==> config.mk <==
export PLATFORM = sky130hd
export DESIGN_NAME = csp_core_regs
export DESIGN_NICKNAME = d
export VERILOG_FILES = /design/src/logic/csp_core_regs.v
export VERILOG_INCLUDE_DIRS = /design/src /design/src/logic
export SDC_FILE = /design/constraint.sdc
export NUM_CORES = 1
export LEC_CHECK = 0
export ABC_AREA = 1
export BUFFER_PORTS_ARGS = -buffer_cell sky130_fd_sc_hd__buf_2
export CORE_MARGIN = 2
export CORE_UTILIZATION = 45
export DETAILED_ROUTE_END_ITERATION = 8
export GPL_TIMING_DRIVEN = 0
export HOLD_SLACK_MARGIN = 0.02
export PLACE_DENSITY = 0.67
export SLEW_MARGIN = 20
export SYNTH_ARGS = -nofsm -noshare
export SYNTH_HDL_FRONTEND = slang
export SYNTH_SLANG_ARGS = --single-unit
==> constraint.sdc <==
create_clock -name clock_in -period 14.7 [get_ports clock_in]
set_clock_uncertainty 0.15 [all_clocks]
set_input_delay 1.47 -clock clock_in [delete_from_list [all_inputs] [get_ports clock_in]]
set_output_delay 1.47 -clock clock_in [all_outputs]
set_load 0.01 [all_outputs]
==> src/logic/csp_defines.vh <==
// register indices, field positions, reset values and op codes
`ifndef CSP_DEFINES_VH
`define CSP_DEFINES_VH

// register indices; byte address on the bus is four times the index
`define CSP_IDX_STACK_TOP     8'h81
`define CSP_IDX_DATA_POINTER_FULL_LOW      8'h82
`define CSP_IDX_DATA_POINTER_FULL_HIGH     8'h83
`define CSP_IDX_STATUS_WORD   8'hd0
`define CSP_IDX_ARITH_RESULT  8'he0

// addresses listed as reserved; decoded like any unmapped address
`define CSP_IDX_RSVD_A        8'h97
`define CSP_IDX_RSVD_B        8'hce
`define CSP_IDX_RSVD_C        8'hdf

// reset values
`define CSP_RST_STACK_TOP     8'h07
`define CSP_RST_DATA_POINTER_FULL_LOW      8'h00
`define CSP_RST_DATA_POINTER_FULL_HIGH     8'h00
`define CSP_RST_STATUS_WORD   8'h00
`define CSP_RST_ARITH_RESULT  8'h00

// status word fields
`define CSP_PSW_CARRY         7
`define CSP_PSW_NIBBLE        6
`define CSP_PSW_USER0         5
`define CSP_PSW_BANK_HI       4
`define CSP_PSW_BANK_LO       3
`define CSP_PSW_EXCESS        2
`define CSP_PSW_USER1         1
`define CSP_PSW_PARITY        0

// datapath operation codes
`define CSP_OP_NONE           3'h0
`define CSP_OP_ADD            3'h1
`define CSP_OP_ADD_CARRY      3'h2
`define CSP_OP_SUB_BORROW     3'h3
`define CSP_OP_MULTIPLY       3'h4
`define CSP_OP_DIVIDE         3'h5
`define CSP_OP_PUSH           3'h6
`define CSP_OP_POP            3'h7

`endif

==> src/logic/csp_core_regs.v <==
// core stack, data pointer, status word and accumulator registers
//
// Behaviour
// - stack pointer resets to 0x07
// - push increments pointer, then writes byte there
// - data pointer is high byte then low byte
// - data pointer addresses external and program memory
// - carry flag from add carry or subtract borrow
// - nibble carry from bit three carry/borrow
// - status bits five and one are user flags
// - status bits four:three select register bank
// - signed overflow on add, add-carry, subtract
// - overflow when product exceeds 255
// - overflow on divide by zero
// - arithmetic clears overflow otherwise
// - status bit zero shows accumulator parity
// - accumulator holds arithmetic results, resets zero
// - status word at 0xd0, resets zero
// - data pointer high at 0x83 always
// - undefined addresses are reserved, no function
//
// Implementation choice: the Wishbone interface to the registers.
`timescale 1ns/1ps
`include "csp_defines.vh"

module csp_core_regs #(
    parameter ADR_W = 10
)(
    // clock and reset
    input  wire             clock_in,
    input  wire             rst_in,
    // wishbone classic slave
    input  wire             wb_cyc_in,
    input  wire             wb_stb_in,
    input  wire             wb_we_in,
    input  wire [ADR_W-1:0] wb_adr_in,
    input  wire [3:0]       wb_sel_in,
    input  wire [31:0]      wb_dat_in,
    output wire [31:0]      wb_dat_out,
    output wire             wb_ack_out,
    // instruction datapath operations
    input  wire             op_valid_in,
    input  wire [2:0]       op_code_in,
    input  wire [7:0]       op_operand_in,
    input  wire [7:0]       push_data_in,
    // stack memory access
    output wire             stack_wr_en_out,
    output wire             stack_rd_en_out,
    output wire [7:0]       stack_addr_out,
    output wire [7:0]       stack_wr_data_out,
    // register state towards the core
    output wire [15:0]      data_pointer_full_out,
    output wire [7:0]       bank_base_out,
    output wire [7:0]       stack_top_pointer_out,
    output wire [7:0]       program_status_word_out,
    output wire [7:0]       arith_result_reg_out,
    output wire [7:0]       mul_div_high_out
);

    // architectural registers
    reg [7:0]  stack_top_pointer_r;
    reg [7:0]  stack_top_pointer_nxt;
    reg [7:0]  data_pointer_low_r;
    reg [7:0]  data_pointer_low_nxt;
    reg [7:0]  data_pointer_high_r;
    reg [7:0]  data_pointer_high_nxt;
    reg [7:0]  program_status_word_r;
    reg [7:0]  program_status_word_nxt;
    reg [7:0]  arith_result_reg_r;
    reg [7:0]  arith_result_reg_nxt;

    // derived and handshake registers
    reg [15:0] data_pointer_full_r;
    reg [7:0]  bank_base_r;
    reg [7:0]  mul_div_high_r;
    reg [7:0]  mul_div_high_nxt;
    reg        stack_wr_en_r;
    reg        stack_rd_en_r;
    reg [7:0]  stack_addr_r;
    reg [7:0]  stack_addr_nxt;
    reg [7:0]  stack_wr_data_r;
    reg        wb_ack_r;
    reg [31:0] wb_dat_r;
    reg [31:0] wb_dat_nxt;

    // bus decode
    wire       bus_req;
    wire       bus_wr;
    wire [7:0] bus_idx;
    wire [7:0] bus_byte;

    // arithmetic helpers
    wire [7:0] acc_a;
    wire [7:0] opnd_b;
    wire       cy_in;
    wire [8:0] add_sum;
    wire [4:0] add_low;
    wire [8:0] sub_dif;
    wire [4:0] sub_low;
    wire [15:0] mul_prod;
    wire [7:0] div_quot;
    wire [7:0] div_rem;
    wire       div_zero;

    // register values after any bus write, before the datapath op
    reg [7:0]  arith_result_reg_nxt_pre;
    reg [7:0]  psw_pre;

    // one request per transfer; ack low for the cycle after it was given
    assign bus_req  = wb_cyc_in & wb_stb_in & ~wb_ack_r;
    assign bus_wr   = bus_req & wb_we_in & wb_sel_in[0];
    assign bus_idx  = wb_adr_in[9:2];
    assign bus_byte = wb_dat_in[7:0];

    // operands follow a same-cycle bus write so software and core agree
    assign acc_a  = arith_result_reg_nxt_pre;
    assign opnd_b = op_operand_in;
    assign cy_in  = psw_pre[`CSP_PSW_CARRY];

    // nine-bit sums give carry and borrow, five-bit ones the nibble flag
    assign add_sum  = {1'b0, acc_a} + {1'b0, opnd_b}
                      + {8'h00, cy_in & (op_code_in == `CSP_OP_ADD_CARRY)};
    assign add_low  = {1'b0, acc_a[3:0]} + {1'b0, opnd_b[3:0]}
                      + {4'h0, cy_in & (op_code_in == `CSP_OP_ADD_CARRY)};
    assign sub_dif  = {1'b0, acc_a} - {1'b0, opnd_b} - {8'h00, cy_in};
    assign sub_low  = {1'b0, acc_a[3:0]} - {1'b0, opnd_b[3:0]}
                      - {4'h0, cy_in};
    assign mul_prod = acc_a * opnd_b;
    assign div_zero = (opnd_b == 8'h00);
    // divider result is forced to zero on a zero divisor, never x
    assign div_quot = div_zero ? 8'h00 : acc_a / opnd_b;
    assign div_rem  = div_zero ? 8'h00 : acc_a % opnd_b;

    // bus write merge, ahead of the datapath op
    always @*
    begin
        arith_result_reg_nxt_pre = arith_result_reg_r;
        psw_pre                  = program_status_word_r;
        if (bus_wr && bus_idx == `CSP_IDX_ARITH_RESULT)
            arith_result_reg_nxt_pre = bus_byte;
        // the parity bit is not writable; it is recomputed below
        if (bus_wr && bus_idx == `CSP_IDX_STATUS_WORD)
            psw_pre = {bus_byte[7:1], program_status_word_r[0]};
    end

    // bus writes first, then the datapath op overrides what it touches
    always @*
    begin
        stack_top_pointer_nxt   = stack_top_pointer_r;
        data_pointer_low_nxt    = data_pointer_low_r;
        data_pointer_high_nxt   = data_pointer_high_r;
        arith_result_reg_nxt    = arith_result_reg_nxt_pre;
        program_status_word_nxt = psw_pre;
        mul_div_high_nxt        = mul_div_high_r;
        stack_addr_nxt          = stack_addr_r;
        if (bus_wr)
        begin
            case (bus_idx)
                `CSP_IDX_STACK_TOP:
                    stack_top_pointer_nxt = bus_byte;
                `CSP_IDX_DATA_POINTER_FULL_LOW:
                    data_pointer_low_nxt = bus_byte;
                `CSP_IDX_DATA_POINTER_FULL_HIGH:
                    data_pointer_high_nxt = bus_byte;
                default:
                    stack_top_pointer_nxt = stack_top_pointer_r;
            endcase
        end
        if (op_valid_in)
        begin
            case (op_code_in)
                `CSP_OP_ADD, `CSP_OP_ADD_CARRY:
                begin
                    arith_result_reg_nxt = add_sum[7:0];
                    program_status_word_nxt[`CSP_PSW_CARRY] =
                        add_sum[8];
                    program_status_word_nxt[`CSP_PSW_NIBBLE] =
                        add_low[4];
                    program_status_word_nxt[`CSP_PSW_EXCESS] =
                        (acc_a[7] == opnd_b[7]) &&
                        (add_sum[7] != acc_a[7]);
                end
                `CSP_OP_SUB_BORROW:
                begin
                    arith_result_reg_nxt = sub_dif[7:0];
                    program_status_word_nxt[`CSP_PSW_CARRY] =
                        sub_dif[8];
                    program_status_word_nxt[`CSP_PSW_NIBBLE] =
                        sub_low[4];
                    program_status_word_nxt[`CSP_PSW_EXCESS] =
                        (acc_a[7] != opnd_b[7]) &&
                        (sub_dif[7] != acc_a[7]);
                end
                `CSP_OP_MULTIPLY:
                begin
                    arith_result_reg_nxt = mul_prod[7:0];
                    mul_div_high_nxt     = mul_prod[15:8];
                    program_status_word_nxt[`CSP_PSW_CARRY]  = 1'b0;
                    program_status_word_nxt[`CSP_PSW_NIBBLE] = 1'b0;
                    program_status_word_nxt[`CSP_PSW_EXCESS] =
                        (mul_prod[15:8] != 8'h00);
                end
                `CSP_OP_DIVIDE:
                begin
                    // a zero divisor leaves the accumulator as it was
                    if (!div_zero)
                    begin
                        arith_result_reg_nxt = div_quot;
                        mul_div_high_nxt     = div_rem;
                    end
                    program_status_word_nxt[`CSP_PSW_CARRY]  = 1'b0;
                    program_status_word_nxt[`CSP_PSW_NIBBLE] = 1'b0;
                    program_status_word_nxt[`CSP_PSW_EXCESS] =
                        div_zero;
                end
                `CSP_OP_PUSH:
                begin
                    // pointer moves up first, byte lands at the new top
                    stack_top_pointer_nxt = stack_top_pointer_r
                                            + 8'h01;
                    stack_addr_nxt        = stack_top_pointer_r
                                            + 8'h01;
                end
                `CSP_OP_POP:
                begin
                    stack_addr_nxt        = stack_top_pointer_r;
                    stack_top_pointer_nxt = stack_top_pointer_r
                                            - 8'h01;
                end
                default:
                    stack_addr_nxt = stack_addr_r;
            endcase
        end
        // parity always tracks the accumulator value being stored
        program_status_word_nxt[`CSP_PSW_PARITY] =
            ^arith_result_reg_nxt;
    end

    // bus read mux; reserved and unmapped addresses read zero
    always @*
    begin
        case (bus_idx)
            `CSP_IDX_STACK_TOP:
                wb_dat_nxt = {24'h000000, stack_top_pointer_r};
            `CSP_IDX_DATA_POINTER_FULL_LOW:
                wb_dat_nxt = {24'h000000, data_pointer_low_r};
            `CSP_IDX_DATA_POINTER_FULL_HIGH:
                wb_dat_nxt = {24'h000000, data_pointer_high_r};
            `CSP_IDX_STATUS_WORD:
                wb_dat_nxt = {24'h000000, program_status_word_r};
            `CSP_IDX_ARITH_RESULT:
                wb_dat_nxt = {24'h000000, arith_result_reg_r};
            default:
                wb_dat_nxt = 32'h00000000;
        endcase
    end

    // architectural state
    always @(posedge clock_in)
    begin
        if (rst_in)
        begin
            stack_top_pointer_r   <= `CSP_RST_STACK_TOP;
            data_pointer_low_r    <= `CSP_RST_DATA_POINTER_FULL_LOW;
            data_pointer_high_r   <= `CSP_RST_DATA_POINTER_FULL_HIGH;
            program_status_word_r <= `CSP_RST_STATUS_WORD;
            arith_result_reg_r    <= `CSP_RST_ARITH_RESULT;
            mul_div_high_r        <= 8'h00;
        end
        else
        begin
            stack_top_pointer_r   <= stack_top_pointer_nxt;
            data_pointer_low_r    <= data_pointer_low_nxt;
            data_pointer_high_r   <= data_pointer_high_nxt;
            program_status_word_r <= program_status_word_nxt;
            arith_result_reg_r    <= arith_result_reg_nxt;
            mul_div_high_r        <= mul_div_high_nxt;
        end
    end

    // derived outputs, registered alongside the state they mirror
    always @(posedge clock_in)
    begin
        if (rst_in)
        begin
            data_pointer_full_r <= {`CSP_RST_DATA_POINTER_FULL_HIGH, `CSP_RST_DATA_POINTER_FULL_LOW};
            bank_base_r         <= 8'h00;
        end
        else
        begin
            data_pointer_full_r <= {data_pointer_high_nxt,
                                    data_pointer_low_nxt};
            bank_base_r <= {3'b000,
                program_status_word_nxt[`CSP_PSW_BANK_HI:`CSP_PSW_BANK_LO],
                3'b000};
        end
    end

    // stack memory strobes, one cycle each
    always @(posedge clock_in)
    begin
        if (rst_in)
        begin
            stack_wr_en_r   <= 1'b0;
            stack_rd_en_r   <= 1'b0;
            stack_addr_r    <= 8'h00;
            stack_wr_data_r <= 8'h00;
        end
        else
        begin
            stack_wr_en_r   <= op_valid_in &&
                               (op_code_in == `CSP_OP_PUSH);
            stack_rd_en_r   <= op_valid_in &&
                               (op_code_in == `CSP_OP_POP);
            stack_addr_r    <= stack_addr_nxt;
            if (op_valid_in && op_code_in == `CSP_OP_PUSH)
                stack_wr_data_r <= push_data_in;
        end
    end

    // wishbone answer: ack one cycle after the request, every address
    always @(posedge clock_in)
    begin
        if (rst_in)
        begin
            wb_ack_r <= 1'b0;
            wb_dat_r <= 32'h00000000;
        end
        else
        begin
            wb_ack_r <= bus_req;
            if (bus_req && !wb_we_in)
                wb_dat_r <= wb_dat_nxt;
        end
    end

    // outputs, all from flip-flops
    assign wb_ack_out              = wb_ack_r;
    assign wb_dat_out              = wb_dat_r;
    assign stack_wr_en_out         = stack_wr_en_r;
    assign stack_rd_en_out         = stack_rd_en_r;
    assign stack_addr_out          = stack_addr_r;
    assign stack_wr_data_out       = stack_wr_data_r;
    assign data_pointer_full_out   = data_pointer_full_r;
    assign bank_base_out           = bank_base_r;
    assign stack_top_pointer_out   = stack_top_pointer_r;
    assign program_status_word_out = program_status_word_r;
    assign arith_result_reg_out    = arith_result_reg_r;
    assign mul_div_high_out        = mul_div_high_r;

endmodule

### Word level (Yosys, flattened, before mapping)

Cells that the tools add are included.

| operators by class | value |
|---|---|
| add/sub/neg operators | 10 |
| multipliers | 1 |
| div/mod/pow operators | 2 |
| equality and inequality tests | 17 |
| muxes and demuxes | 21 |
| bitwise operators | 6 |
| reduce and logical (&&, ||, !) cells | 17 |

Operators by type and width:

| cell | number |
|---|---|
| $mux W8 | 12 |
| $pmux W8 S2 | 3 |
| $eq A8 B8 Y1 const B | 5 |
| $pmux W8 S5 | 1 |
| $pmux W8 S4 | 1 |
| $mul A8 B8 Y16 | 1 |
| $eq A3 B3 Y1 const B | 4 |
| $add A8 B8 Y9 | 1 |
| $add A9 B1 Y9 | 1 |
| $sub A8 B8 Y9 | 1 |
| $sub A9 B1 Y9 | 1 |
| $add A8 B1 Y8 const B | 1 |
| $div A8 B8 Y8 | 1 |
| $logic_not A8 Y1 | 1 |
| $mod A8 B8 Y8 | 1 |
| $reduce_bool A8 Y1 | 1 |
| $reduce_xor A8 Y1 | 1 |
| $sub A8 B1 Y8 const B | 1 |
| $logic_and A1 B1 Y1 | 7 |
| $eq A3 B2 Y1 const B | 2 |
| $pmux W2 S3 | 1 |
| $add A4 B4 Y5 | 1 |
| $add A5 B1 Y5 | 1 |
| $and A1 B1 Y1 | 5 |
| other kinds (15) | 19 |

| storage, ports and cells | value |
|---|---|
| flip-flop bits (word level) | 123 |
| bits of input ports | 71 |
| output and inout bits | 107 |
| word-level logic and storage cells | 90 |

### Depth between registers and ports, before layout

Gate-level depths: netlist of run 1.

| depth | value |
|---|---|
| word-level depth | 12 |
| mapped depth | 84 |

### Worst setup path before layout of run 1

No wires, ideal clock.

| timing path | value |
|---|---|
| kind | input to register |
| from | input wb_adr_in[5] |
| to | register program_status_word_r[0], in the netlist program_status_word_out[0] |
| arrival time | 11.357 ns |
| data required time | 14.419 ns |
| slack | 3.063 ns |
| stages | 77 |
| path through | nor2_1 -> nand2_1 -> nor2_2 -> buf_6 -> nand3_1 -> and2_4 -> buf_6 -> ha_1 -> or2_2 -> nand3_1 -> inv_1 -> nand2_1 -> nand2_1 -> ha_1 -> inv_1 -> o21bai_1 -> nand2_1 -> or2_2 -> (+41 left out) -> nand3_1 -> nand2_1 -> ha_1 -> nand2_1 -> nor2_1 -> nand3_1 -> nand3_2 -> clkinv_1 -> o21ai_0 -> nand2_1 -> nand2_1 -> inv_1 -> nand2_1 -> nand2_1 -> nand3_1 -> nand2_1 -> nand3_1 -> a21oi_2 |

| on the way | value |
|---|---|
| cells in the longest elaborated chain, start to end | 8 |
| elaborated cells on any way between the ends | 17 |
| classes of those cells | add/sub: 4; mul: 1; div: 1; eq/ne: 2; mux: 5; bitwise: 1; reduce/logical: 3 |

Ends and longest elaborated chain:

| what | RTL line | source |
|---|---|---|
| start: declaration | csp_core_regs.v:36 | `input wire [ADR_W-1:0] wb_adr_in,` |
| $eq A8 B8 Y1 | n/a |  |
| $logic_and A1 B1 Y1 (no line) | n/a |  |
| $mux W8, on equally long branches | csp_core_regs.v:139, csp_core_regs.v:142 |  |
| $div A8 B8 Y8, or another cell as far along | csp_core_regs.v:131 | `assign div_quot = div_zero ? 8'h00 : acc_a / opnd_b;` |
| $mux W8, or another cell as far along | csp_core_regs.v:206 | `if (!div_zero)` |
| $pmux W8 S4 | csp_core_regs.v:171 | `case (op_code_in)` |
| $mux W8 (*) | csp_core_regs.v:169 | `if (op_valid_in)` |
| $reduce_xor A8 Y1 (*) | csp_core_regs.v:236 | `^arith_result_reg_nxt;` |
| end signal: assignment | csp_core_regs.v:266 | `` program_status_word_r <= `CSP_RST_STATUS_WORD; `` |
| end signal: assignment | csp_core_regs.v:275 | `program_status_word_r <= program_status_word_nxt;` |
| end: declaration | csp_core_regs.v:67 | `reg [7:0] program_status_word_r;` |

Mark *: on every way between the ends. The rest lies on a longest branch, timed or not.
A chain may end at the register's enable or synchronous reset.

### Final worst setup path of run 1

Ends and elaborated chain as after synthesis.

==> results of run 1 <==
==> power groups by stage <==
stage,Clock [uW],Sequential [uW],Combinational (uW)
2_1_floorplan,0,223,213
3_3_place_gp,0,220,289
3_5_place_dp,0,220,294
4_1_cts,252,216,296
5_1_grt,260,217,336
6_report,250,216,299
==> final cells by class <==
type	instances	area [sq um]	area share, %
inverter	208	782.0	7.504
timing repair buffer	117	585.6	5.619
buffer	55	367.9	3.530
clock inverter	6	96.34	0.9245
tap	265	331.6	3.182
sequential	75	1501	14.41
multi-input combinational	1027	6518	62.54
clock buffer	10	239.0	2.293
==> cell usage in the layout, fill, tap and decap left out, types with 34 or more instances in the layout <==
master | synthesis | routed
ha_1 | 100 | 100
nand2_1 | 280 | 280
dfxtp_1 | 75 | 75
nor2_1 | 126 | 126
o21ai_0 | 89 | 89
inv_1 | 191 | 191
nand3_1 | 71 | 71
fa_1 | 41 | 41
buf_2 | 3 | 120
a21oi_1 | 82 | 82
buf_4 | 34 | 34
==> registers in the layout, summed over array words and instances (netlist names), 7 cells and up <==
register                 cells
program_status_word_out      8
data_pointer_low_r           7
arith_result_reg_out         8
stack_wr_data_out            8
wb_dat_out                   8
data_pointer_high_r          8
stack_addr_out               8
stack_top_pointer_out        8
mul_div_high_out             8
==> layer usage <==
layer	share of wire, %	track usage (%)	up-vias
li1	-	-	4628
met1	44	36.24	4298
met2	46	44.60	403
met3	8.4	3.887	44
met4	2.1	6.520	0
met5	0	0	-
==> worst paths after layout <==
kind                                                              end  slack [ns]
worst max-delay path            program_status_word_out[0]$_SDFF_PP0_        1.07
worst min-delay path                   stack_addr_out[2]$_SDFFE_PP0P_        0.30
worst max register to register  program_status_word_out[0]$_SDFF_PP0_        2.11
worst min register to register         stack_addr_out[2]$_SDFFE_PP0P_        0.30
==> metrics by stage <==
step	utilization, %	setup slack [ns]	hold slack [ns]	instance area, sq um
2_1_floorplan	-	3.063	0.3301	9169
3_3_place_gp	51.49	1.046	0.2964	10090
3_5_place_dp	51.49	0.9290	0.2979	10090
4_1_cts	53.20	1.256	0.3076	10420
5_1_grt	53.20	0.03953	0.3266	10420
6_report	53.20	1.069	0.3033	10420
==> kinds of logic after synthesis <==
family          share of synthesized area, %
buf+inv                                12.69
compound gates                         16.56
fa+ha+maj                              22.87
flops                                  16.57
xor+xnor                               4.060
other cells                          0.04139
simple gates                           27.21
==> worst max-delay path, delay by kind of cell <==
| kind | cells | cell delay, ns |
|---|---|---|
| AOI/OAI and AO/OA | 8 | 1.77 |
| adders and majority gates | 8 | 2.34 |
| buffers and inverters | 13 | 1.94 |
| and+or+nand+nor | 46 | 6.13 |
==> results.tsv, run 1 <==
metric	value	unit
fin cells	1763	
Synth area leader	dfxtp_1	
Post-synth EDFFs	0	
endpoints failing setup	0	
Clk pwr share	32.7	%
largest net degree at the start of global routing	16	
Final ANT Viol Nets	0	
Sw Pwr	290.7	uW
wire per inst	16.41	um
Num CTS Buffers	9	
Yosys cell types	56	
initial detailed-routing violation count	799	
initial antenna violation count	0	
FF+latch count, synth	75	
Top Ports	178	
final slew viol count	0	
setup TNS	0	ns
Root Buffer	clkbuf_16	
gr usage total	26.67	%
CP Max Fanout	10	
Crit path top cell by count	nand2_1	
Clock Path Buffers	2	
worst skew pair latency	0.34	ns
DP Cell Count	1747	
Net Sw Frac	38.00	%
Seq pwr share	28.2	%
global route overflow	0	
Post-CTS Resized	0	
Ys Warns	0	
layout cells sized above 1	15.62	%
Crit. End Element	flop	
antenna cells	0	
Hold Path Class	flop to flop	
MaxCap Viol Count	0	
Async S/R FF share, synth	0	%
via count	9373	
Critical Path Start Type	input pin	
slew at the pin closest to its max-slew limit	0.9090	ns
FF-to-FF path depth	74	
Slew HR	38.89	%
die span in x	145.9	um
Port Buffers	117	
P_leak	0.005645	uW
# Post-CTS Setup Buffers	0	
Die Ht	145.9	um
syn avg cell area	6.781	sq um
post-synth top area share	16.57	%
Combinational Power Share	39.1	%
# fillers	2009	
register area share after synthesis	16.57	%
CTS tree	done	
hold path start	stack_addr_out[2]$_SDFFE_PP0P_	
HPWL after detailed placement	23700	um
Initial Util	46.25	%
cell with the most instances after synthesis	nand2_1	
vias in the first global route	8685	
total power	764.9	uW
DRT Pass-1 Iters	5	
Routability Congestion	0.9571	
fin crit period	13.63	ns
Worst Path Required	14.76	ns
Worst-path clk slew	0.06	ns
Hold Fails Final Rpt	0	
Worst Hold Path Cells	2	
row cnt	51	
Int Power	474.2	uW
synth top area cells	dfxtp_1 17%, ha_1 14%, nand2_1 12%, fa_1 9.1%, inv_1 7.9%	
area of the mapped netlist	9060	sq um
Arr. time, crit path	13.69	ns
final WL	28930	um
area grow syn2layout	15.03	%
Final nets	1705	
crit share post-route	92.73	%
Hold-fix buffers, CTS	0	
H-tree levels	3	
fmax	0.07336	GHz
first-pass GRT wire length	45730	um
reg2reg start	wb_ack_out$_SDFF_PP0_	
die area	21280	sq um
pwr dens	73.40	nW/um^2
Residual DRC	0	
slowest CP cell	o211ai_1	
crit path from	wb_adr_in[5]	
WS Path Type	input pin to flop	
RSZ-0062 raised after global routing	no	
Cells after Synth	1336	
outcome	complete, no violations	
Peak VDD IR	0.05777	mV
CTS sink count	75	
slowest stage delay, CP	0.55	ns
Via density	5.317	
core area	19590	sq um
Post-synth top flop	dfxtp_1	
Synth top cells by count	280 x nand2_1, 191 x inv_1, 126 x nor2_1, 100 x ha_1, 89 x o21ai_0	
(Power assumes the default switching activity.)
==> run 2: changes to the inputs <==
- RECOVER_POWER: default -> 50
==> results.tsv, run 2 (same netlist as run 1, synthesis figures left out) <==
metric	value	unit
die span in x	145.9	um
initial antenna violation count	0	
vias in the first global route	8685	
Hold-fix buffers, CTS	0	
outcome	complete, no violations	
Port Buffers	117	
Post-CTS Resized	0	
first-pass GRT wire length	45730	um
core area	19590	sq um
Worst Path Required	14.76	ns
setup TNS	0	ns
Via density	5.327	
area grow syn2layout	14.04	%
slew at the pin closest to its max-slew limit	0.9293	ns
initial detailed-routing violation count	843	
Routability Congestion	0.9571	
Residual DRC	0	
Critical Path Start Type	input pin	
via count	9397	
slowest CP cell	o211ai_1	
crit share post-route	92.87	%
WS Path Type	input pin to flop	
die area	21280	sq um
H-tree levels	3	
MaxCap Viol Count	0	
CTS tree	done	
most frequent cells in the layout	280 x nand2_1, 191 x inv_1, 126 x nor2_1	
largest net degree at the start of global routing	16	
final slew viol count	0	
Crit path top cell by count	nand2_1	
layout cells sized above 1	10.75	%
Peak VDD IR	0.05915	mV
Arr. time, crit path	13.71	ns
Hold Fails Final Rpt	0	
fin cells	1764	
global route overflow	0	
P_leak	0.005339	uW
Final nets	1705	
DP Cell Count	1747	
fmax	0.07325	GHz
Placement Setup Slack	0.9290	ns
Die Ht	145.9	um
RSZ-0062 raised after global routing	no	
Hold Path Class	flop to flop	
FF/Latch Area	1501	sq um
Top Ports	178	
Worst-path clk slew	0.06	ns
Slew HR	37.53	%
fin crit period	13.65	ns
DRT Pass-1 Iters	6	
Initial Util	46.25	%
Final ANT Viol Nets	0	
Num CTS Buffers	9	
wire per inst	16.49	um
Root Buffer	clkbuf_16	
Multi-input gate area	6518	sq um
CP Max Fanout	10	
row cnt	51	
commonest non-fill, non-tap cell in the layout	nand2_1	
CTS sink count	75	
endpoints failing setup	0	
gr usage total	26.67	%
worst setup margin	1.048	ns
Crit. End Element	flop	
worst skew pair latency	0.34	ns
HPWL after detailed placement	23700	um
Clock Path Buffers	2	
pwr dens	73.93	nW/um^2
slowest stage delay, CP	0.55	ns
# fillers	2038	
final WL	29090	um
# Post-CTS Setup Buffers	0	
## run 2: cell types whose count changed in the layout (fill, tap and decap cells not counted), sizes merged
cell and change:
diode +1, buf -76, clkbuf +76
## run 2: layout make-up
cell class                 count  share of cell area (%)
multi-input combinational   1027                   63.08
sequential                    75                   14.53
inverter                     208                   7.568
timing repair buffer         117                   4.783
buffer                        55                   3.560
tap                          265                   3.209
clock buffer                  10                   2.313
clock inverter                 6                  0.9324
antenna                        1                 0.02422
## run 2: critical path, delay by kind of cell
family	cells	cell delay, ns
buf+inv	13	1.96
compound gates	8	1.77
simple gates	46	6.13
fa+ha+maj	8	2.34
## run 2: metal layers
layer / GRT usage (%) / wire length (um)
met3: 3.887 / 2537
met4: 6.520 / 652
met1: 36.24 / 12720
met2: 44.60 / 13180
met5: 0 / 0
## run 2: metrics by stage
stage	total power (uW)	hold slack (ns)	util, %	instance area (sq um)
after floorplan	435.3	0.3301	-	9169
after global placement	509.1	0.2964	51.49	10090
after detailed placement	513.9	0.2979	51.49	10090
after CTS	763.0	0.3076	53.20	10420
after global routing	811.0	0.3297	52.73	10330
final	763.9	0.3051	52.74	10330
## run 2: where the power goes
| part | switching [uW] | total [uW] | internal [uW] |
|---|---|---|---|
| registers | 5.77 | 216 | 210 |
| clock network | 94.9 | 250 | 156 |
| logic | 191 | 297 | 106 |
## run 2: path summary, 6_finish.rpt
kind / slack (ns) / startpoint / end / cells past startpoint
hold / removal: 0.31 / stack_addr_out[2]$_SDFFE_PP0P_ / stack_addr_out[2]$_SDFFE_PP0P_ / 2
hold reg to reg: 0.31 / stack_addr_out[2]$_SDFFE_PP0P_ / stack_addr_out[2]$_SDFFE_PP0P_ / 2
setup / recovery: 1.05 / wb_adr_in[5] / program_status_word_out[0]$_SDFF_PP0_ / 75
setup reg to reg: 2.10 / wb_ack_out$_SDFF_PP0_ / program_status_word_out[0]$_SDFF_PP0_ / 74
==> run 3: changes to the inputs <==
- CORE_MARGIN: 2 -> default
==> results.tsv, run 3 (same netlist as run 1, synthesis figures left out) <==
metric	value	unit
CTS sink count	75	
die area	20700	sq um
Net Sw Frac	40.27	%
most frequent cells in the layout	280 x nand2_1, 191 x inv_1, 126 x nor2_1	
fmax	0.07484	GHz
Initial Util	46.25	%
MaxCap Viol Count	0	
Post-CTS Resized	0	
Slew HR	38.39	%
via count	9364	
H-tree levels	3	
DRT Pass-1 Iters	5	
CTS tree	done	
Peak VDD IR	0.04755	mV
Top Ports	178	
Residual DRC	0	
Port Buffers	117	
Num CTS Buffers	9	
Hold Path Class	flop to flop	
die span in x	143.9	um
setup TNS	0	ns
pwr dens	70.56	nW/um^2
WS Path Type	input pin to flop	
Hold Fails Final Rpt	0	
DP Cell Count	1747	
fin crit period	13.36	ns
slew at the pin closest to its max-slew limit	0.9165	ns
Root Buffer	clkbuf_16	
Crit path top cell by count	nand2_1	
Routability Congestion	0.9407	
outcome	complete, no violations	
commonest non-fill, non-tap cell in the layout	nand2_1	
Critical Path Start Type	input pin	
Crit. End Element	flop	
layout cells sized above 1	10.86	%
slowest stage delay, CP	0.33	ns
Worst Path Required	14.76	ns
Arr. time, crit path	13.42	ns
Seq pwr share	29.8	%
Multi-input gate area	6518	sq um
first-pass GRT wire length	44640	um
global route overflow	0	
Sw Pwr	292.7	uW
Final nets	1708	
fin cells	1767	
final WL	28730	um
RSZ-0062 raised after global routing	no	
Via density	5.299	
worst skew pair latency	0.34	ns
Final ANT Viol Nets	0	
largest net degree at the start of global routing	16	
endpoints failing setup	0	
vias in the first global route	8503	
Clock Path Buffers	2	
Worst-path clk slew	0.07	ns
gr usage total	28.00	%
Hold-fix buffers, CTS	0	
wire per inst	16.26	um
Combinational Power Share	40.6	%
total power	726.9	uW
initial antenna violation count	2	
area grow syn2layout	13.70	%
# Post-CTS Setup Buffers	0	
Clk pwr share	29.6	%
CP Max Fanout	10	
Die Ht	143.9	um
crit share post-route	90.89	%
# fillers	2061	
initial detailed-routing violation count	793	
Int Power	434.2	uW
slowest CP cell	or2_2	
final slew viol count	0	
final hold slack	0.3076	ns
FF/Latch Area	1501	sq um
HPWL after detailed placement	23440	um
core area	19590	sq um
row cnt	51	
P_leak	0.005326	uW
[run 3: cell types whose count changed in the layout (fill, tap and decap cells not counted), sizes merged]
| cell | before | now |
|---|---|---|
| clkbuf | 99 | 98 |
| buf | 83 | 86 |
| inv | 202 | 204 |
| clkinvlp | 1 | 2 |
| bufinv | 2 | 0 |
[run 3: cell type report]
class                   instances  share of cell area (%)
diodes                          1                 0.02429
inverters                     208                   7.591
repair buffers                120                   5.004
clock inverters                 7                  0.5587
plain buffers                  55                   3.571
well taps                     265                   3.219
flip-flops and latches         75                   14.58
clock buffers                   9                   2.186
multi-input cells            1027                   63.27
[run 3: layer usage]
metal | up-vias | global-route usage [%] | wire [um]
met4 | 2 | 7.727 | 588
met1 | 4305 | 38.19 | 12740
li1 | 4637 | - | -
met3 | 43 | 3.699 | 2285
met2 | 377 | 45.97 | 13100
met5 | - | 0 | 13
[run 3: critical path: cells and delay by family]
kind / cells / cell delay, ns
buffers and inverters: 13 / 2.01
AO/OA/AOI/OAI: 12 / 1.77
adder cells (fa/ha/maj): 8 / 2.40
AND/OR/NAND/NOR: 44 / 5.80
[run 3: final timing paths]
kind,startpoint,endpoint,slack [ns],cells past startpoint
worst max-delay path,wb_adr_in[5],program_status_word_out[0]$_SDFF_PP0_,1.34,77
worst min-delay path,stack_addr_out[5]$_SDFFE_PP0P_,stack_addr_out[5]$_SDFFE_PP0P_,0.31,2
worst max register to register,wb_ack_out$_SDFF_PP0_,program_status_word_out[0]$_SDFF_PP0_,2.37,76
worst min register to register,stack_addr_out[5]$_SDFFE_PP0P_,stack_addr_out[5]$_SDFFE_PP0P_,0.31,2
[run 3: metrics by stage]
stage / util (%) / area (sq um) / setup WS, ns
after CTS: 52.93 / 10370 / 1.187
after global placement: 51.49 / 10090 / 1.035
after global routing: 52.57 / 10300 / 0.4020
after floorplan: - / 9169 / 3.063
after detailed placement: 51.49 / 10090 / 0.8883
final: 52.58 / 10300 / 1.339
[run 3: power by group through the flow]
stage	clock (uW)	sequential (uW)	combinational [uW]
floorplan	0	223	213
global placement	0	220	289
detailed placement	0	221	292
CTS	215	216	294
global route	224	217	333
finish	215	216	295
